<file path="config.mk">
export PLATFORM = sky130hd
export DESIGN_NAME = gpio_port_pin_control
export DESIGN_NICKNAME = d
export VERILOG_FILES = /design/src/verilog/gpio_pkg.sv /design/src/verilog/pin_sync.sv /design/src/verilog/pad_port8.sv /design/src/verilog/gpio_port_pin_control.sv
export SDC_FILE = /design/constraint.sdc
export NUM_CORES = 1
export LEC_CHECK = 0
export BUFFER_PORTS_ARGS = -buffer_cell sky130_fd_sc_hd__buf_2
export CAP_MARGIN = 5
export CORE_ASPECT_RATIO = 0.6
export CORE_MARGIN = 2
export CORE_UTILIZATION = 35
export CTS_CLUSTER_SIZE = 40
export DETAILED_ROUTE_END_ITERATION = 7
export PLACE_DENSITY = 0.61
export SETUP_SLACK_MARGIN = 0.4
export SLEW_MARGIN = 20
export SYNTH_ARGS = -nofsm -noshare
export SYNTH_HDL_FRONTEND = slang
export SYNTH_SLANG_ARGS = --single-unit
</file>
<file path="constraint.sdc">
create_clock -name hclk -period 1.8 [get_ports hclk]
set_input_delay 0.36 -clock hclk [delete_from_list [all_inputs] [get_ports hclk]]
set_output_delay 0.36 -clock hclk [all_outputs]
set_load 0.1 [all_outputs]
</file>
<file path="src/verilog/gpio_pkg.sv">
package gpio_pkg;

  // Byte offsets within the slave's window
  localparam logic [7:0] P0_DATA = 8'h00;
  localparam logic [7:0] P0_DIR = 8'h04;
  localparam logic [7:0] P0_PULL = 8'h08;
  localparam logic [7:0] AIDR_LOW = 8'h0C;
  localparam logic [7:0] P1_DATA = 8'h10;
  localparam logic [7:0] P1_DIR = 8'h14;
  localparam logic [7:0] P1_PULL = 8'h18;
  localparam logic [7:0] SYS_CTRL = 8'h1C;
  // Latch readback views of the data registers
  localparam logic [7:0] P0_DATA_RMW = 8'h40;
  localparam logic [7:0] P1_DATA_RMW = 8'h50;

  localparam logic [7:0] REG_RESET = 8'h00;
  localparam logic [23:0] PAD_ZERO = 24'h000000;

  // Control register fields
  localparam int CB_SPL = 0;
  localparam int CB_REMAP = 1;
  localparam int CB_GATE0 = 2;
  localparam int CB_NEG0 = 3;
  localparam int CB_GATE1 = 4;
  localparam int CB_NEG1 = 5;
  localparam logic [7:0] CTRL_MASK = 8'h3F;

  // Port 0 comparator pin positions
  localparam int CMP0_POS_BIT = 0;
  localparam int CMP0_NEG_BIT = 1;
  localparam int CMP1_POS_BIT = 3;
  localparam int CMP1_NEG_BIT = 4;

  // Port 1 peripheral input pin positions
  localparam int DBG_BIT = 2;
  localparam int TRIG_BIT = 7;

  // Port 1 and port 0 pad options
  localparam logic [7:0] P1_OD_MASK = 8'h00;
  localparam logic [7:0] P1_PULL_MASK = 8'hFB;
  localparam logic [7:0] P0_OD_MASK = 8'h00;
  localparam logic [7:0] P0_PULL_MASK = 8'hFF;

  localparam logic [1:0] HTRANS_NONSEQ = 2'h2;

  typedef struct packed {
    logic [7:0] data;
    logic [7:0] dir;
    logic [7:0] pull;
  } port_regs_s;

  typedef struct packed {
    logic [7:0] out;
    logic [7:0] oe;
    logic [7:0] pull_on;
  } pad_drive_s;

endpackage : gpio_pkg

</file>
<file path="src/verilog/pin_sync.sv">
`timescale 1ns/100ps
module pin_sync #(
  parameter int W = 16
) (
  input wire logic hclk,
  input wire logic hresetn,
  input wire logic [W-1:0] async_in,
  output logic [W-1:0] sync_out
);
  typedef struct packed {
    logic [W-1:0] s1;
    logic [W-1:0] s2;
  } sync_s;

  sync_s s;
  sync_s n;

  always_comb begin
    n = s;
    n.s1 = async_in;
    n.s2 = s.s1;
  end

  always_ff @(posedge hclk or negedge hresetn) begin
    if (!hresetn) begin
      s <= '0;
    end else begin
      s <= n;
    end
  end

  assign sync_out = s.s2;
endmodule : pin_sync

</file>
<file path="src/verilog/pad_port8.sv">
`timescale 1ns/100ps
module pad_port8 #(
  parameter logic [7:0] OD_MASK = 8'h00,
  parameter logic [7:0] PULL_MASK = 8'hFF
) (
  input wire logic [7:0] latch,
  input wire logic [7:0] dir,
  input wire logic [7:0] pull,
  input wire logic [7:0] per_out,
  input wire logic [7:0] per_oe,
  input wire logic force_hiz,
  input wire logic [7:0] keep,
  input wire logic [7:0] pin_sync,
  output gpio_pkg::pad_drive_s drive,
  output logic [7:0] in_gated
);
  logic [7:0] lvl;
  logic [7:0] en;

  always_comb begin
    en = per_oe | dir;
    lvl = (per_oe & per_out) | (~per_oe & latch);
    drive.out = lvl;
    drive.oe = en & ~(OD_MASK & lvl) & {8{~force_hiz}};
    drive.pull_on = pull & PULL_MASK & ~(drive.oe & ~lvl);
    in_gated = pin_sync & ({8{~force_hiz}} | keep);
  end
endmodule : pad_port8

</file>
<file path="src/verilog/gpio_port_pin_control.sv">
// The AHB-Lite interface to the registers and the address map were chosen for this implementation.
`timescale 1ns/100ps
module gpio_port_pin_control (
  input wire logic hclk,
  input wire logic hresetn,
  input wire logic hsel,
  input wire logic [31:0] haddr,
  input wire logic [1:0] htrans,
  input wire logic hwrite,
  input wire logic [2:0] hsize,
  input wire logic [31:0] hwdata,
  input wire logic hready,
  output logic [31:0] hrdata,
  output logic hreadyout,
  output logic hresp,
  input wire logic standby_mode,
  input wire logic [7:0] ext_irq_enable,
  input wire logic [7:0] port0_periph_out,
  input wire logic [7:0] port0_periph_oe,
  input wire logic [5:0] pulse_out,
  input wire logic [5:0] pulse_oe,
  input wire logic [7:0] port0_pin_in,
  output logic [7:0] port0_pin_out,
  output logic [7:0] port0_pin_oe,
  output logic [7:0] port0_pullup_on,
  input wire logic [7:0] port1_pin_in,
  output logic [7:0] port1_pin_out,
  output logic [7:0] port1_pin_oe,
  output logic [7:0] port1_pullup_on,
  output logic [5:0] port6_pulse_out,
  output logic [5:0] port6_pulse_oe,
  output logic [7:0] ext_irq_level,
  output logic [7:0] port0_digital_in,
  output logic debug_wire_in,
  output logic position_trigger_in,
  output logic [1:0] cmp_pos_en,
  output logic [1:0] cmp_neg_en
);
  typedef struct packed {
    gpio_pkg::port_regs_s p0;
    gpio_pkg::port_regs_s p1;
    logic [7:0] aidr;
    logic [7:0] ctrl;
    logic [7:0] addr;
    logic wr_pend;
    logic rd_pend;
    logic [31:0] rdata;
    logic ready;
    logic resp;
    gpio_pkg::pad_drive_s d0;
    gpio_pkg::pad_drive_s d1;
    logic [5:0] p6_out;
    logic [5:0] p6_oe;
    logic [7:0] irq;
    logic [7:0] dig0;
    logic dbg;
    logic trig;
    logic [1:0] cpos;
    logic [1:0] cneg;
    logic stby_prev;
    logic hiz;
  } state_s;

  state_s s;
  state_s n;

  logic [15:0] pins_sync;
  logic [7:0] sync0;
  logic [7:0] sync1;
  logic [7:0] p1_per_out;
  logic [7:0] p1_per_oe;
  logic entering;
  logic hiz_now;
  logic hold;
  logic remap;
  gpio_pkg::pad_drive_s drv0;
  gpio_pkg::pad_drive_s drv1;
  logic [7:0] gated0;
  logic [7:0] gated1;

  pin_sync #(
    .W(16)
  ) u_sync (
    .hclk(hclk),
    .hresetn(hresetn),
    .async_in({port1_pin_in, port0_pin_in}),
    .sync_out(pins_sync)
  );

  assign sync0 = pins_sync[7:0];
  assign sync1 = pins_sync[15:8];
  assign remap = s.ctrl[gpio_pkg::CB_REMAP];

  // Pulse outputs routed to port 1 when not remapped
  always_comb begin
    p1_per_out = {1'b0, pulse_out[5], pulse_out[4], pulse_out[1],
                  pulse_out[0], 1'b0, pulse_out[3], pulse_out[2]};
    p1_per_oe = {1'b0, pulse_oe[5], pulse_oe[4], pulse_oe[1],
                 pulse_oe[0], 1'b0, pulse_oe[3], pulse_oe[2]} & {8{~remap}};
  end

  // Pin-state choice is taken at the moment standby begins
  always_comb begin
    entering = standby_mode & ~s.stby_prev;
    hiz_now = standby_mode & (s.hiz | (entering & s.ctrl[gpio_pkg::CB_SPL]));
    hold = standby_mode & ~hiz_now;
  end

  pad_port8 #(
    .OD_MASK(gpio_pkg::P0_OD_MASK),
    .PULL_MASK(gpio_pkg::P0_PULL_MASK)
  ) u_pad0 (
    .latch(s.p0.data),
    .dir(s.p0.dir),
    .pull(s.p0.pull),
    .per_out(port0_periph_out),
    .per_oe(port0_periph_oe),
    .force_hiz(hiz_now),
    .keep(ext_irq_enable),
    .pin_sync(sync0),
    .drive(drv0),
    .in_gated(gated0)
  );

  pad_port8 #(
    .OD_MASK(gpio_pkg::P1_OD_MASK),
    .PULL_MASK(gpio_pkg::P1_PULL_MASK)
  ) u_pad1 (
    .latch(s.p1.data),
    .dir(s.p1.dir),
    .pull(s.p1.pull),
    .per_out(p1_per_out),
    .per_oe(p1_per_oe),
    .force_hiz(hiz_now),
    .keep(gpio_pkg::REG_RESET),
    .pin_sync(sync1),
    .drive(drv1),
    .in_gated(gated1)
  );

  always_comb begin
    n = s;
    n.stby_prev = standby_mode;
    n.hiz = hiz_now;
    n.wr_pend = 1'b0;
    n.rd_pend = 1'b0;
    n.ready = 1'b1;
    // Write lands at the end of its data phase
    if (s.wr_pend) begin
      unique case (s.addr)
        gpio_pkg::P0_DATA, gpio_pkg::P0_DATA_RMW: n.p0.data = hwdata[7:0];
        gpio_pkg::P0_DIR: n.p0.dir = hwdata[7:0];
        gpio_pkg::P0_PULL: n.p0.pull = hwdata[7:0];
        gpio_pkg::AIDR_LOW: n.aidr = hwdata[7:0];
        gpio_pkg::P1_DATA, gpio_pkg::P1_DATA_RMW: n.p1.data = hwdata[7:0];
        gpio_pkg::P1_DIR: n.p1.dir = hwdata[7:0];
        gpio_pkg::P1_PULL: n.p1.pull = hwdata[7:0];
        gpio_pkg::SYS_CTRL: n.ctrl = hwdata[7:0] & gpio_pkg::CTRL_MASK;
        default: n.addr = s.addr;
      endcase
    end
    // Read data comes after one wait state
    if (s.rd_pend) begin
      unique case (s.addr)
        gpio_pkg::P0_DATA: n.rdata = {gpio_pkg::PAD_ZERO, sync0};
        gpio_pkg::P0_DATA_RMW: n.rdata = {gpio_pkg::PAD_ZERO, s.p0.data};
        gpio_pkg::P0_DIR: n.rdata = {gpio_pkg::PAD_ZERO, s.p0.dir};
        gpio_pkg::P0_PULL: n.rdata = {gpio_pkg::PAD_ZERO, s.p0.pull};
        gpio_pkg::AIDR_LOW: n.rdata = {gpio_pkg::PAD_ZERO, s.aidr};
        gpio_pkg::P1_DATA: n.rdata = {gpio_pkg::PAD_ZERO, sync1};
        gpio_pkg::P1_DATA_RMW: n.rdata = {gpio_pkg::PAD_ZERO, s.p1.data};
        gpio_pkg::P1_DIR: n.rdata = {gpio_pkg::PAD_ZERO, s.p1.dir};
        gpio_pkg::P1_PULL: n.rdata = {gpio_pkg::PAD_ZERO, s.p1.pull};
        gpio_pkg::SYS_CTRL: n.rdata = {gpio_pkg::PAD_ZERO, s.ctrl};
        default: n.rdata = {gpio_pkg::PAD_ZERO, gpio_pkg::REG_RESET};
      endcase
    end
    if (hsel && htrans[1] && hready) begin
      n.addr = haddr[7:0];
      n.wr_pend = hwrite;
      n.rd_pend = ~hwrite;
      n.ready = hwrite;
    end
    // Pads frozen while standby holds levels
    if (!hold) begin
      n.d0 = drv0;
      n.d1 = drv1;
      n.p6_out = pulse_out;
      n.p6_oe = pulse_oe & {6{remap & ~hiz_now}};
    end
    n.irq = gated0;
    n.dig0 = gated0 & s.aidr;
    n.dbg = gated1[gpio_pkg::DBG_BIT];
    n.trig = gated1[gpio_pkg::TRIG_BIT];
    n.cpos = {~s.aidr[gpio_pkg::CMP1_POS_BIT] & ~s.ctrl[gpio_pkg::CB_GATE1],
              ~s.aidr[gpio_pkg::CMP0_POS_BIT] & ~s.ctrl[gpio_pkg::CB_GATE0]};
    n.cneg = {~s.aidr[gpio_pkg::CMP1_NEG_BIT] & ~s.ctrl[gpio_pkg::CB_GATE1]
              & ~s.ctrl[gpio_pkg::CB_NEG1],
              ~s.aidr[gpio_pkg::CMP0_NEG_BIT] & ~s.ctrl[gpio_pkg::CB_GATE0]
              & ~s.ctrl[gpio_pkg::CB_NEG0]};
  end

  always_ff @(posedge hclk or negedge hresetn) begin
    if (!hresetn) begin
      s <= '0;
    end else begin
      s <= n;
    end
  end

  assign hrdata = s.rdata;
  assign hreadyout = s.ready;
  assign hresp = s.resp;
  assign port0_pin_out = s.d0.out;
  assign port0_pin_oe = s.d0.oe;
  assign port0_pullup_on = s.d0.pull_on;
  assign port1_pin_out = s.d1.out;
  assign port1_pin_oe = s.d1.oe;
  assign port1_pullup_on = s.d1.pull_on;
  assign port6_pulse_out = s.p6_out;
  assign port6_pulse_oe = s.p6_oe;
  assign ext_irq_level = s.irq;
  assign port0_digital_in = s.dig0;
  assign debug_wire_in = s.dbg;
  assign position_trigger_in = s.trig;
  assign cmp_pos_en = s.cpos;
  assign cmp_neg_en = s.cneg;
endmodule : gpio_port_pin_control

</file>
==> impl_metrics.ini <==
[clocking]
clk_latency_ns = 0.45
cts.sinks = 196
clockBufferDepth = 2
cts_tree = yes
htree_levels = 4
cts.clk_slew.worst_paths_ns = 0.07
cts_made_buffers = 17
clockRootBuffer = clkbuf_16

[route]
totalWireLength_um = 27500
firstDrtPassIters = 5
drtAntennaViolNets = 0
routed_via_density = 4.97
vias = 6531
drt-initial-drc-count = 540
drc = 0
wire_per_inst_um = 20.9

[floorplan]
num_rows = 45
core_area_um2 = 25200
initial_core_util_pct = 35.5
fp.dieW_um = 211
die_area_um2 = 26900
dieHeight_um = 128
pin_count = 243

[global_route]
antenna_found_initial = 1
grt_pass1_wl_um = 38600
first_global_vias = 6305
grt_use_total_pct = 19.5
gr-total-overflow = 0
grt_max_degree = 43

[sta]
min_period_over_period_pct = 99.3
fin_crit_ns = 1.79
rsz0062_at_grt = yes
fin_skew_ns = 0.0128
timing.hold.ws_ns = 0.0410
setup_viol = 0
slew_headroom_pct = 65.8
hold_viol_final = 0
maxSlewViolCount = 0
fin_tns_setup_ns = 0
fmax_ghz = 0.559
worst_slew_pin_slew_ns = 0.512

[critical_path]
r2r-start = s[120]$_DFFE_PN0P_
critPathLaunchType = flop
crit_chain = nor2_4 > nand3b_1 > buf_4 > nor3_4 > buf_12 > mux2_4
cpMaxStageDelayCell = dfrtp_2
cp-end-kind = flop
critPathLaunch = s[120]$_DFFE_PN0P_
max_stage_delay_ns = 0.47
crit_arrival_ns = 2.12
path_buf_inv = 2
critPathTopFamily = simple AND/OR/NAND/NOR gates
path_class = reg2reg
cp_max_fo = 8
required_ns = 2.13

[pwr]
combPwrFrac_pct = 30.6
p_per_area_nw_per_um2 = 994
seq_power_share_pct = 40.3
ir_drop_v = 0.000619
internal-power_uw = 8090
p_clk_share_pct = 29.1
p_switching_uw = 4750
cellLeakagePower_uw = 0.00596
sw_frac_of_total_pct = 37.0

[placed_design]
io_buffers = 164
place.detailed.hpwl_um = 17800
gp_congestion = 0.910
place_area_um2 = 9780

[yosys]
synth.top_cell.area_share_pct = 54.8
synth_warnings = 0
ys_types = 53
synth_edf_count = 0
synth_seq_cells = 196
ys_dominant_reg_cell = dfrtp_1
netlist_area_um2 = 8950
yosysTopAreaCell = dfrtp_1
syn_area_per_cell_um2 = 11.4
ys_seq_area_share_pct = 54.8
yosys-top-cells-area = dfrtp_1 55%, buf_4 9.6%, mux2_2 9.3%
async_flop_share_pct = 100
synthTopCellsByCount = 196 x dfrtp_1, 115 x buf_4, 78 x o21ai_0
synth_most_common_cell = dfrtp_1
syn_inst = 784

[outcome]
run_status = complete, no violations

[min_path]
min_from = port0_pin_in[6]
hold_class = in2reg

[layout]
syn_to_final_growth_pct = 44.3
utilization_pct = 51.2
drive_gt1_share_pct = 46.6
fin_area_um2 = 12900
nNetsFinal = 1098

[job]
maxCapViolCount = 0
## per-stage QoR
step / total power [uW] / cells / setup WS, ns
final: 12800 / 1314 / 0.0124
after global routing: 13300 / 1313 / -0.0453
after CTS: 12500 / 1275 / 0.0729
after detailed placement: 8020 / 1203 / -0.151
after global placement: 7990 / 1203 / -0.166
after floorplan: 7510 / 809 / 0.114
## state kept, by name (all words and copies together) (netlist names)
name / cells
port1_pin_out: 8
s: 73
port6_pulse_out: 6
port0_digital_in: 8
u_sync.n: 16
port0_pin_out: 8
u_sync.sync_out: 16
debug_wire_in: 1
remap: 1
cmp_pos_en: 2
cmp_neg_en: 2
port1_pin_oe: 8
position_trigger_in: 1
port1_pullup_on: 7
hrdata: 8
port6_pulse_oe: 6
ext_irq_level: 8
port0_pullup_on: 8
port0_pin_oe: 8
hreadyout: 1
## logic make-up after synthesis
logic type / synth area share, %
buffers and inverters: 11.5
muxes: 13.0
AOI/OAI and AO/OA: 9.47
DFF: 54.8
other: 0.0419
and+or+nand+nor: 11.2
## final cells by class
type | count | area (um^2)
fill | 2195 | 12300
sequential | 196 | 4920
multi-input combinational | 459 | 3540
timing repair buffer | 283 | 3420
clock buffer | 18 | 429
tap | 329 | 412
clock inverter | 14 | 136
inverter | 14 | 52.6
antenna | 1 | 2.50
## power groups by stage
stage,Sequential [uW],Clock [uW],Combinational [uW]
after floorplan,5000,0,2510
after global placement,5100,0,2890
after detailed placement,5110,0,2910
after CTS,5140,3820,3580
after global routing,5210,4030,4110
final,5170,3740,3930
## timing repair
action / in CTS / in global routing
setup buffers: 22 / 30
hold buffers: 15 / 1
gates resized for setup: 365 / 127
gates cloned: 3 / 7
pin swaps: 10 / 25
endpoints found under the setup margin: 219 / 196
hold endpoints to repair: 45 / 1
## placed cells by master, fill, tap and decap left out, types with 10 or more instances in the layout
master / count
nor2_1: 36
buf_2: 73
buf_12: 83
clkbuf_16: 23
dfrtp_1: 180
a21oi_1: 20
conb_1: 26
o21ai_2: 16
mux2_2: 40
nand2_1: 63
dlygate4sd3_1: 16
o21ai_0: 58
and2_1: 10
buf_4: 60
inv_1: 14
buf_8: 21
mux2i_1: 25
dfrtp_2: 16
buf_6: 20
mux2_4: 34
## routing by layer
| metal | track usage, % | wire length, um | vias to the layer above | part of all wire, % |
|---|---|---|---|---|
| li1 | - | - | 2953 | - |
| met1 | 29.2 | 13600 | 3349 | 49 |
| met2 | 27.8 | 11800 | 207 | 43 |
| met3 | 5.98 | 1860 | 22 | 6.8 |
| met4 | 4.02 | 249 | 0 | 0.91 |
| met5 | 0 | 0 | - | 0 |
## worst paths after layout
path	end	slack [ns]	cells after the start
worst max-delay path	s[157]$_DFFE_PN0P_	0.01	6
worst min-delay path	u_sync.n[6]$_DFF_PN0_	0.04	1
worst max register to register	s[157]$_DFFE_PN0P_	0.01	6
worst min register to register	u_sync.sync_out[12]$_DFF_PN0_	0.35	0
max in group asynchronous	port0_pin_out[3]$_DFFE_PN0N_	0.80	3
min in group asynchronous	port1_pin_out[7]$_DFFE_PN0N_	0.39	2
Power figures use the tool's default switching activity.
